==> config.mk <==
export PLATFORM = sky130hd
export DESIGN_NAME = pcld_core
export DESIGN_NICKNAME = d
export VERILOG_FILES = /design/src/verilog/pcld_pkg.sv /design/src/verilog/pcld_core.sv
export VERILOG_INCLUDE_DIRS = /design/src /design/src/verilog
export SDC_FILE = /design/constraint.sdc
export NUM_CORES = 1
export LEC_CHECK = 0
export ABC_AREA = 1
export BUFFER_PORTS_ARGS = -buffer_cell sky130_fd_sc_hd__buf_2
export CAP_MARGIN = 25
export CORE_AREA = 3 3 209 211
export DETAILED_ROUTE_END_ITERATION = 10
export DIE_AREA = 0 0 212 214
export GPL_TIMING_DRIVEN = 0
export PLACE_DENSITY = 0.65
export SYNTH_ARGS = -nofsm -noshare
export SYNTH_HDL_FRONTEND = slang
export SYNTH_SLANG_ARGS = --single-unit
==> constraint.sdc <==
create_clock -name core_clk -period 3 [get_ports core_clk]
set_clock_uncertainty 0.05 [all_clocks]
set_input_delay 0.15 -clock core_clk [delete_from_list [all_inputs] [get_ports core_clk]]
set_output_delay 0.15 -clock core_clk [all_outputs]
set_load 0.03 [all_outputs]
==> src/verilog/pcld_defines.svh <==
`ifndef PCLD_DEFINES_SVH
`define PCLD_DEFINES_SVH

// Register indices; byte address is four times the index
`define PCLD_IDX_PC_LOW 12'h002
`define PCLD_IDX_PC_LATCH 12'h00a
`define PCLD_IDX_STATUS_SHD 12'hfe4
`define PCLD_IDX_WREG_SHD 12'hfe5
`define PCLD_IDX_BSR_SHD 12'hfe6
`define PCLD_IDX_LATCH_SHD 12'hfe7
`define PCLD_IDX_FSR0L_SHD 12'hfe8
`define PCLD_IDX_FSR0H_SHD 12'hfe9
`define PCLD_IDX_FSR1L_SHD 12'hfea
`define PCLD_IDX_FSR1H_SHD 12'hfeb
`define PCLD_IDX_STK_PTR 12'hfed
`define PCLD_IDX_STK_LOW 12'hfee
`define PCLD_IDX_STK_HIGH 12'hfef
// Top data bank, debug only: indices f80..fff
`define PCLD_DBG_BANK 5'h1f

// Field masks of the narrow registers
`define PCLD_MASK_STATUS 8'h07
`define PCLD_MASK_BSR 8'h1f
`define PCLD_MASK_LATCH 8'h7f
`define PCLD_MASK_SPTR 8'h1f

// Reset values
`define PCLD_RST_PC 15'h0000
`define PCLD_RST_SPTR 5'h1f
`define PCLD_RST_BYTE 8'h00

`endif

==> src/verilog/pcld_pkg.sv <==
package pcld_pkg;

  // Program counter operation of the current instruction
  typedef enum logic [2:0] {
    PCLD_OP_HOLD = 3'b000,
    PCLD_OP_STEP = 3'b001,
    PCLD_OP_WRLOW = 3'b010,
    PCLD_OP_CALL = 3'b011,
    PCLD_OP_CALLACC = 3'b100,
    PCLD_OP_JMPACC = 3'b101,
    PCLD_OP_JMPLIT = 3'b110,
    PCLD_OP_RET = 3'b111
  } pcld_op_t;

  // Request from instruction execution
  typedef struct packed {
    pcld_op_t op;
    logic [10:0] operand;
    logic [7:0] wreg;
    logic [7:0] result;
  } pcld_exec_t;

  // Normal context captured into the shadows
  typedef struct packed {
    logic [2:0] status;
    logic [7:0] wreg;
    logic [4:0] bsr;
    logic [15:0] fsr0;
    logic [15:0] fsr1;
  } pcld_ctx_t;

endpackage

==> src/verilog/pcld_core.sv <==
// Local design decision: the APB register port.
`include "pcld_defines.svh"

////////////////////////////////////////////////////////////////////////////////
// Overview of operation
// - The program counter is 15 bits and its low byte is a software read/write register.
// - The upper counter bits have no register of their own; bus writes of the low byte load them only from the high latch.
// - Any reset clears the whole program counter to zero.
// - An instruction write of the low byte, or a bus write while the operation is hold, loads the upper seven bits from the high latch in the same step.
// - A direct call loads low byte and upper bits 2..0 from the operand and bits 6..3 from the latch.
// - A call through the accumulator loads the low byte from it and all upper bits from the latch.
// - A branch by the accumulator loads PC plus 1 plus the unsigned accumulator.
// - A literal branch loads PC plus 1 plus the sign-extended nine-bit literal.
// - Both branch forms add across the full counter width, crossing 256-location blocks.
// - Shadow copies hold flags, accumulator, bank select, high latch and both pointer pairs.
// - The top data bank is reachable only in debug mode; other accesses to it read zero and write nothing.
// - Unimplemented locations and bits read as zero.
// - The low byte of the selected stack entry is a register whose contents are unknown at reset.
// - A call increments the stack pointer then stores; a return restores then decrements.
module pcld_core #(
  parameter int STK_DEPTH = 16
) (
  // Clock, reset, enable
  input wire logic core_clk,
  input wire logic arst_n,
  input wire logic clkEn,
  // APB slave
  input wire logic psel,
  input wire logic penable,
  input wire logic pwrite,
  input wire logic [13:0] paddr,
  input wire logic [31:0] pwdata,
  output logic [31:0] prdata,
  output logic pready,
  output logic pslverr,
  // Instruction execution side
  input wire pcld_pkg::pcld_exec_t execReq,
  input wire logic debugMode,
  input wire logic ctxSave,
  input wire pcld_pkg::pcld_ctx_t ctxIn,
  // Counter view
  output logic [14:0] pcOut,
  output logic [4:0] stkPtrOut
);
  import pcld_pkg::*;

  localparam int SP_W = $clog2(STK_DEPTH) + 1;
  localparam int IX_W = $clog2(STK_DEPTH);

  ////////////////////////////////////////////////////////////////////////////
  // Functions

  // Full-width counter addition
  function automatic logic [14:0] pcAdd(input logic [14:0] base, input logic [14:0] off);
    logic [15:0] sum;
    sum = {1'b0, base} + {1'b0, off};
    return sum[14:0];
  endfunction

  // Zero-extend a byte masked to its implemented bits
  function automatic logic [31:0] rdByte(input logic [7:0] val, input logic [7:0] mask);
    return {24'h000000, val & mask};
  endfunction

  ////////////////////////////////////////////////////////////////////////////
  // State

  logic [14:0] pc_ff;
  logic [6:0] pcLatch_ff;
  logic [SP_W-1:0] stack_pointer_ff;
  logic [14:0] stack_ff [STK_DEPTH];
  logic [2:0] statusShd_ff;
  logic [7:0] wregShd_ff;
  logic [4:0] bsrShd_ff;
  logic [6:0] latchShd_ff;
  logic [15:0] fsr0Shd_ff;
  logic [15:0] fsr1Shd_ff;
  logic pready_ff;
  logic [31:0] prdata_ff;

  ////////////////////////////////////////////////////////////////////////////
  // Bus decode

  wire [11:0] regIdx = paddr[13:2];
  wire inDbgBank = regIdx[11:7] == `PCLD_DBG_BANK;
  wire bankOpen = !inDbgBank || debugMode;
  wire apbAccess = psel && penable && !pready_ff;
  wire apbCommit = psel && penable && pready_ff;
  wire apbWr = clkEn && apbCommit && pwrite && bankOpen;
  wire wrPcLow = apbWr && regIdx == `PCLD_IDX_PC_LOW;
  wire wrLatch = apbWr && regIdx == `PCLD_IDX_PC_LATCH;
  wire wrStatusShd = apbWr && regIdx == `PCLD_IDX_STATUS_SHD;
  wire wrWregShd = apbWr && regIdx == `PCLD_IDX_WREG_SHD;
  wire wrBsrShd = apbWr && regIdx == `PCLD_IDX_BSR_SHD;
  wire wrLatchShd = apbWr && regIdx == `PCLD_IDX_LATCH_SHD;
  wire wrFsr0L = apbWr && regIdx == `PCLD_IDX_FSR0L_SHD;
  wire wrFsr0H = apbWr && regIdx == `PCLD_IDX_FSR0H_SHD;
  wire wrFsr1L = apbWr && regIdx == `PCLD_IDX_FSR1L_SHD;
  wire wrFsr1H = apbWr && regIdx == `PCLD_IDX_FSR1H_SHD;
  wire wrSp = apbWr && regIdx == `PCLD_IDX_STK_PTR;
  wire wrTosL = apbWr && regIdx == `PCLD_IDX_STK_LOW;
  wire wrTosH = apbWr && regIdx == `PCLD_IDX_STK_HIGH;

  ////////////////////////////////////////////////////////////////////////////
  // Counter next value

  wire [IX_W-1:0] tosIdx = stack_pointer_ff[IX_W-1:0];
  wire [14:0] tosVal = stack_ff[tosIdx];
  wire [14:0] pcInc = pcAdd(pc_ff, 15'h0001);
  wire [14:0] litOff = {{6{execReq.operand[8]}}, execReq.operand[8:0]};
  wire [14:0] accOff = {7'h00, execReq.wreg};
  wire [14:0] callTgt = {pcLatch_ff[6:3], execReq.operand[10:0]};
  wire [14:0] callAccTgt = {pcLatch_ff, execReq.wreg};
  wire [14:0] wrLowTgt = {pcLatch_ff, execReq.result};
  wire [14:0] apbLowTgt = {pcLatch_ff, pwdata[7:0]};
  wire isCall = execReq.op == PCLD_OP_CALL || execReq.op == PCLD_OP_CALLACC;
  wire isRet = execReq.op == PCLD_OP_RET;
  wire [SP_W-1:0] spInc = SP_W'(stack_pointer_ff + 1'b1);
  wire [SP_W-1:0] spDec = SP_W'(stack_pointer_ff - 1'b1);
  logic [14:0] nxt_pc;

  // Select the counter load for the current instruction
  always_comb
  begin
    case (execReq.op)
      PCLD_OP_STEP: nxt_pc = pcInc;
      PCLD_OP_WRLOW: nxt_pc = wrLowTgt;
      PCLD_OP_CALL: nxt_pc = callTgt;
      PCLD_OP_CALLACC: nxt_pc = callAccTgt;
      PCLD_OP_JMPACC: nxt_pc = pcAdd(pcInc, accOff);
      PCLD_OP_JMPLIT: nxt_pc = pcAdd(pcInc, litOff);
      PCLD_OP_RET: nxt_pc = tosVal;
      default: nxt_pc = wrPcLow ? apbLowTgt : pc_ff;
    endcase
  end

  // Program counter; upper bits have no bus path of their own
  always_ff @(posedge core_clk or negedge arst_n)
  begin
    if (!arst_n)
      pc_ff <= `PCLD_RST_PC;
    else if (clkEn)
      pc_ff <= nxt_pc;
  end

  // High latch, written by software only
  always_ff @(posedge core_clk or negedge arst_n)
  begin
    if (!arst_n)
      pcLatch_ff <= 7'h00;
    else if (wrLatch)
      pcLatch_ff <= pwdata[6:0];
  end

  ////////////////////////////////////////////////////////////////////////////
  // Stack

  // Pointer: push increments first, pop decrements after the read
  always_ff @(posedge core_clk or negedge arst_n)
  begin
    if (!arst_n)
      stack_pointer_ff <= `PCLD_RST_SPTR;
    else if (clkEn && isCall)
      stack_pointer_ff <= spInc;
    else if (clkEn && isRet)
      stack_pointer_ff <= spDec;
    else if (wrSp)
      stack_pointer_ff <= pwdata[SP_W-1:0];
  end

  // Entries carry no reset, their contents start unknown
  always_ff @(posedge core_clk)
  begin
    if (clkEn && isCall)
      stack_ff[spInc[IX_W-1:0]] <= pcInc;
    else if (wrTosL)
      stack_ff[tosIdx] <= {tosVal[14:8], pwdata[7:0]};
    else if (wrTosH)
      stack_ff[tosIdx] <= {pwdata[6:0], tosVal[7:0]};
  end

  ////////////////////////////////////////////////////////////////////////////
  // Shadow context

  // Capture on context save, else software write
  always_ff @(posedge core_clk or negedge arst_n)
  begin
    if (!arst_n)
    begin
      statusShd_ff <= 3'h0;
      wregShd_ff <= `PCLD_RST_BYTE;
      bsrShd_ff <= 5'h00;
      latchShd_ff <= 7'h00;
      fsr0Shd_ff <= 16'h0000;
      fsr1Shd_ff <= 16'h0000;
    end
    else if (clkEn && ctxSave)
    begin
      statusShd_ff <= ctxIn.status;
      wregShd_ff <= ctxIn.wreg;
      bsrShd_ff <= ctxIn.bsr;
      latchShd_ff <= pcLatch_ff;
      fsr0Shd_ff <= ctxIn.fsr0;
      fsr1Shd_ff <= ctxIn.fsr1;
    end
    else
    begin
      if (wrStatusShd)
        statusShd_ff <= pwdata[2:0];
      if (wrWregShd)
        wregShd_ff <= pwdata[7:0];
      if (wrBsrShd)
        bsrShd_ff <= pwdata[4:0];
      if (wrLatchShd)
        latchShd_ff <= pwdata[6:0];
      if (wrFsr0L)
        fsr0Shd_ff[7:0] <= pwdata[7:0];
      if (wrFsr0H)
        fsr0Shd_ff[15:8] <= pwdata[7:0];
      if (wrFsr1L)
        fsr1Shd_ff[7:0] <= pwdata[7:0];
      if (wrFsr1H)
        fsr1Shd_ff[15:8] <= pwdata[7:0];
    end
  end

  ////////////////////////////////////////////////////////////////////////////
  // Read path

  logic [31:0] rdValue;

  // Unimplemented locations and bits read zero
  always_comb
  begin
    case (regIdx)
      `PCLD_IDX_PC_LOW: rdValue = rdByte(pc_ff[7:0], 8'hff);
      `PCLD_IDX_PC_LATCH: rdValue = rdByte({1'b0, pcLatch_ff}, `PCLD_MASK_LATCH);
      `PCLD_IDX_STATUS_SHD: rdValue = rdByte({5'h00, statusShd_ff}, `PCLD_MASK_STATUS);
      `PCLD_IDX_WREG_SHD: rdValue = rdByte(wregShd_ff, 8'hff);
      `PCLD_IDX_BSR_SHD: rdValue = rdByte({3'h0, bsrShd_ff}, `PCLD_MASK_BSR);
      `PCLD_IDX_LATCH_SHD: rdValue = rdByte({1'b0, latchShd_ff}, `PCLD_MASK_LATCH);
      `PCLD_IDX_FSR0L_SHD: rdValue = rdByte(fsr0Shd_ff[7:0], 8'hff);
      `PCLD_IDX_FSR0H_SHD: rdValue = rdByte(fsr0Shd_ff[15:8], 8'hff);
      `PCLD_IDX_FSR1L_SHD: rdValue = rdByte(fsr1Shd_ff[7:0], 8'hff);
      `PCLD_IDX_FSR1H_SHD: rdValue = rdByte(fsr1Shd_ff[15:8], 8'hff);
      `PCLD_IDX_STK_PTR: rdValue = rdByte(8'(stack_pointer_ff), `PCLD_MASK_SPTR);
      `PCLD_IDX_STK_LOW: rdValue = rdByte(tosVal[7:0], 8'hff);
      `PCLD_IDX_STK_HIGH: rdValue = rdByte({1'b0, tosVal[14:8]}, `PCLD_MASK_LATCH);
      default: rdValue = 32'h00000000;
    endcase
  end

  // APB answer: ready one cycle into the access phase
  always_ff @(posedge core_clk or negedge arst_n)
  begin
    if (!arst_n)
    begin
      pready_ff <= 1'b0;
      prdata_ff <= 32'h00000000;
    end
    else if (clkEn)
    begin
      pready_ff <= apbAccess;
      if (apbAccess)
        prdata_ff <= (bankOpen && !pwrite) ? rdValue : 32'h00000000;
    end
  end

  assign prdata = prdata_ff;
  assign pready = pready_ff;
  assign pslverr = 1'b0 & pready_ff;
  assign pcOut = pc_ff;
  assign stkPtrOut = 5'(stack_pointer_ff);
endmodule

# Word-level counts from Yosys, hierarchy flattened
# Memory sizes are Yosys's and may differ from the RTL's.
# Index checks and enable logic that the tools add are counted.
# Widths: inputs -> output; s select.
# classes
mux	34
n_reduce_logical	41
eq_ne	21
add_sub_neg	5
n_bitwise	1
# ops
operator	n
$eq 12x12->1 const B	11
$pmux 15 s7	1
$pmux 8 s13	1
$mux 8	6
$mux 15	3
$mux 16	2
$mux 32	1
$mux 5	5
$logic_and 1x1->1	23
$reduce_bool 2->1	8
$add 15x1->15 const B	1
$add 15x15->15	1
$add 15x8->15	1
$reduce_or 15->1	1
$mux 7	2
$eq 12x2->1 const B	1
$eq 12x4->1 const B	1
$eq 3x3->1 const B	4
$mux 1	10
$reduce_bool 8->1	1
$eq 3x2->1 const B	2
$mux 3	2
$add 5x1->5 const B	1
$eq 5x5->1 const B	1
8 further kinds	12
# totals
elab_cells	116
n_memories	1
ramBits	240
regBits	115
input_bits	132
output_inout_bits	54
# mem_list
name	depth	word_bits	rd	rd_clocked_by_memory_dff	write_ports	line_no	source
stack_ff	16	15	1	0	1	pcld_core.sv:71	logic [14:0] stack_ff [STK_DEPTH];

# Logic depth before layout (Yosys ltp)
# depth
ltp_word	13
mapped_depth	20
mapped_depth_nobuf	20

# Worst setup path before layout
# No wires, ideal clock.
# synth_path
path_type	flip-flop to flip-flop
startpoint	register stack_pointer_ff[0], in the netlist stkPtrOut[0]
endpoint	memory stack_ff[13][0], enable pin
t_required_ns	2.564
setup_slack_ns	0.034
setup_ns	0.386
arrival_ns	2.530
path_stages_with_launch	11
synth_period_minus_slack_ns	2.966
path_buffers	3
cell_sequence	dfstp_2 > buf_2 > inv_1 > buf_4 > buf_2 > ha_1 > nand2_1 > o21ai_1 > inv_1 > nand3_1 > nor2_1
# synth_between
elab_chain_len	2
# synth_rtl
element	line_no	source
start, declared	pcld_core.sv:70	logic [SP_W-1:0] stack_pointer_ff;
start signal, assigned	pcld_core.sv:162	stack_pointer_ff <= `PCLD_RST_SPTR;
start signal, assigned	pcld_core.sv:164	stack_pointer_ff <= spInc;
start signal, assigned	pcld_core.sv:166	stack_pointer_ff <= spDec;
$add 5x1->5	pcld_core.sv:118	wire [SP_W-1:0] spInc = SP_W'(stack_pointer_ff + 1'b1);
$mux 4 (no line) (*)	-	
end, declared	pcld_core.sv:71	
# Every way passes the cells marked *; elsewhere a longest branch is shown, timed or not.

# Final worst setup path
# layout_path
startpoint	register stack_pointer_ff[2], in the netlist stkPtrOut[2]
endpoint	memory stack_ff[9][9], data pin
# layout_between
elab_chain_len	3
# layout_rtl
element
$mem_v2 16x15
$mux 15 (no line) (2 in a row)
# No other way between the ends.

==> reports/metrics.yaml <==
run_status:
  status: "complete, but fails checks"
  violations: "setup timing"
layout:
  multi_input_area_mm2: 0.00714
  num_antenna_cells: 0
  post-route-util: 0.521
  area_growth_pct: 24.8
  drive_above_1_share: 0.190
  final_common_cell: "nand2_1"
  layout.nets: 2506
  seqCellArea_mm2: 0.00950
  layout_common_cells: "nand2_1 (555), nor2_1 (247), edfxtp_1 (240), nand3_1 (194), inv_1 (177)"
  n_fill_cell: 3765
setup_path:
  endpoint: "stack_ff[9][9]"
  cp.arrival_ns: 3.26
  worst_setup_path_end_kind: "register"
  r2r_slack_ns: -0.02
  cp_top_family: "buffers and inverters"
  max_stage_delay_ns: 0.66
  crit_path_top_delay_cell: "buf_1"
  worstSetupStartpointType: "register"
  path_buf_inv: 3
  path_max_fanout: 16
  path_cells: "buf_2, buf_1, nand3_1, nand3_1, nand2_1, o21ai_0, a21oi_1, buf_6"
  reg2reg_depth: 8
  r2r_start: "stkPtrOut[2]"
  rr_endpoint: "stack_ff[9][9]"
  cp.depth: 8
  crit_type: "reg -> reg"
  worstPathRequired_ns: 3.25
  startpoint: "stkPtrOut[2]"
  path_common_cell: "nand3_1"
timing:
  post-route-period-util: 1.01
  hold_viol_final: 0
  setup_violations: 16
  report.final.slew_viol_count: 0
  layout_min_cycle_time_ns: 3.02
  fin_hold_ws_ns: 0.00548
  setup_slack_ns: -0.0185
  grt_setup_unrepaired: "yes"
  slew-limit-headroom: 0.413
  clock.fmax_ghz: 0.331
  worst_slew_pin_slew_ns: 0.881
pwr:
  power.density_mw_per_mm2: 676
  leakagePower_nw: 9.36
  power_mw: 14.8
  vdd_ir_drop_max_mv: 0.462
floorplanning:
  rows: 75
  start_util: 0.417
  ios: 186
  fp.dieW_um: 212
  dieArea_mm2: 0.0454
  coreArea_mm2: 0.0419
  fp.dieH_um: 214
global_route:
  grt_pass1_wl_mm: 93.5
  globalRouteOverflowTotal: 0
  grt_max_degree: 62
  grt_pass1_vias: 15400
  antenna_found_initial: 1
  grt.total_usage: 0.273
detailed_routing:
  dr.pass1.iters: 6
  ant_nets: 0
  wl_mm: 63.7
  drt_iter0_drc: 1964
  vias: 16300
  via_per_inst: 5.59
  wl_per_cell_um: 21.8
  drc: 0
run:
  drv_cap: 0
place:
  hpwl_mm: 45.4
  gp_congestion: 0.965
  place_ws_ns: -0.603
  portBuffers: 132
synth:
  synth-seq-cells: 331
  synthCells: 2038
  syn-mean-instance-area_um2: 8.59
  yosysWarnings: 0
  ys_async_sr_fraction: 0.275
  ys_types: 51
  synth-edff-count: 240
  netlist_area_mm2: 0.0175
  yosysSeqAreaShare: 0.542
  synthFlopType: "edfxtp_1"
hold_path:
  min_from: "execReq[26]"
  hold_path.class: "in -> reg"
cts:
  clkTransAtPathRegs_ns: 0.06
  cts_buffers: 37
  cts_root_buffer: "clkbuf_16"
  clock_latency_ns: 0.56
  cts.sinks: 331
  clockBufferDepth: 3
  cts_tree: "built"
  htreeDepth: 2
final cells by class:
class	instances	area share
sequential	331	0.435
multi-input combinational	1436	0.327
timing repair buffer	255	0.0916
clock buffer	52	0.0473
inverter	192	0.0332
tap	539	0.0309
buffer	102	0.0268
clock inverter	16	0.00808
how the worst min path moves through the flow:
stage / cells after the start / to
after global placement: 3 / fsr0Shd_ff[9]
after floorplan: 0 / bsrShd_ff[0]
final: 7 / pcOut[10]
after CTS: 7 / pcOut[10]
after detailed placement: 1 / pcOut[6]
after global routing: 7 / pcOut[10]
metrics by stage:
| stage | area [µm²] | TNS [ns] | std cells |
|---|---|---|---|
| final | 21800 | -0.254 | 2923 |
| after detailed placement | 19400 | -99.31 | 2761 |
| after global routing | 21800 | -0.464 | 2923 |
| after global placement | 18900 | -397.07 | 2733 |
| after floorplan | 17600 | 0 | 2062 |
| after CTS | 21600 | -0.0174 | 2908 |
worst reg2reg max path, delay by kind of cell, from the launching register on:
kind	cells	cell delay, ns
flops	1	0.58
compound gates	2	0.44
buf+inv	3	1.14
simple gates	3	0.55
layer usage:
metal	up-vias	wire length, µm	track usage
li1	7454	-	-
met1	7747	25700	0.375
met2	967	29200	0.431
met3	170	6090	0.0460
met4	0	2650	0.109
met5	-	0	0
sequential cells by signal, indices dropped and copies added, names as in the netlist:
register	count
fsr0Shd_ff	16
pready	1
pcOut	15
wregShd_ff	8
pcLatch_ff	7
stack_ff	240
bsrShd_ff	5
prdata	8
statusShd_ff	3
stkPtrOut	5
fsr1Shd_ff	16
latchShd_ff	7
cells in the mapped netlist (9+ instances only):
library cell,instances,area [µm²]
nand2_1,558,2090
o21ai_0,103,515
nor2_1,269,1010
edfxtp_1,240,7210
buf_1,9,33.8
nand3_1,198,991
nand2_2,11,68.8
xor2_1,12,105
a31oi_1,50,313
buf_2,28,140
inv_2,9,33.8
nand4_1,39,244
buf_4,33,248
inv_1,179,672
a21oi_1,39,195
o211ai_1,31,233
clkbuf_1,30,113
dfrtp_1,86,2150
ha_1,18,225
cell families after synthesis:
group	Yosys count	share of synthesized area
and+or+nand+nor	1112	0.268
DFF	331	0.542
buffers and inverters	295	0.0739
AOI/OAI and AO/OA	264	0.0932
adders and majority gates	19	0.0140
xor gates and xnor gates	16	0.00844
other	1	0.000214
power breakdown:
part | switching (mW) | leakage [nW] | total [mW] | internal (mW)
registers | 0.218 | 3.26 | 5.61 | 5.39
clock network | 1.90 | 0.596 | 4.58 | 2.68
logic | 3.27 | 5.51 | 4.57 | 1.29
repair_timing:
item / in CTS / in global routing
pin swaps: 13 / 6
setup endpoints to repair: 447 / 390
hold endpoints to repair: 150 / 0
buffers inserted: 18 / 16
hold buffers: 61 / 0
resized for setup: 59 / 32
No activity file was read; power rests on OpenSTA's default activity.
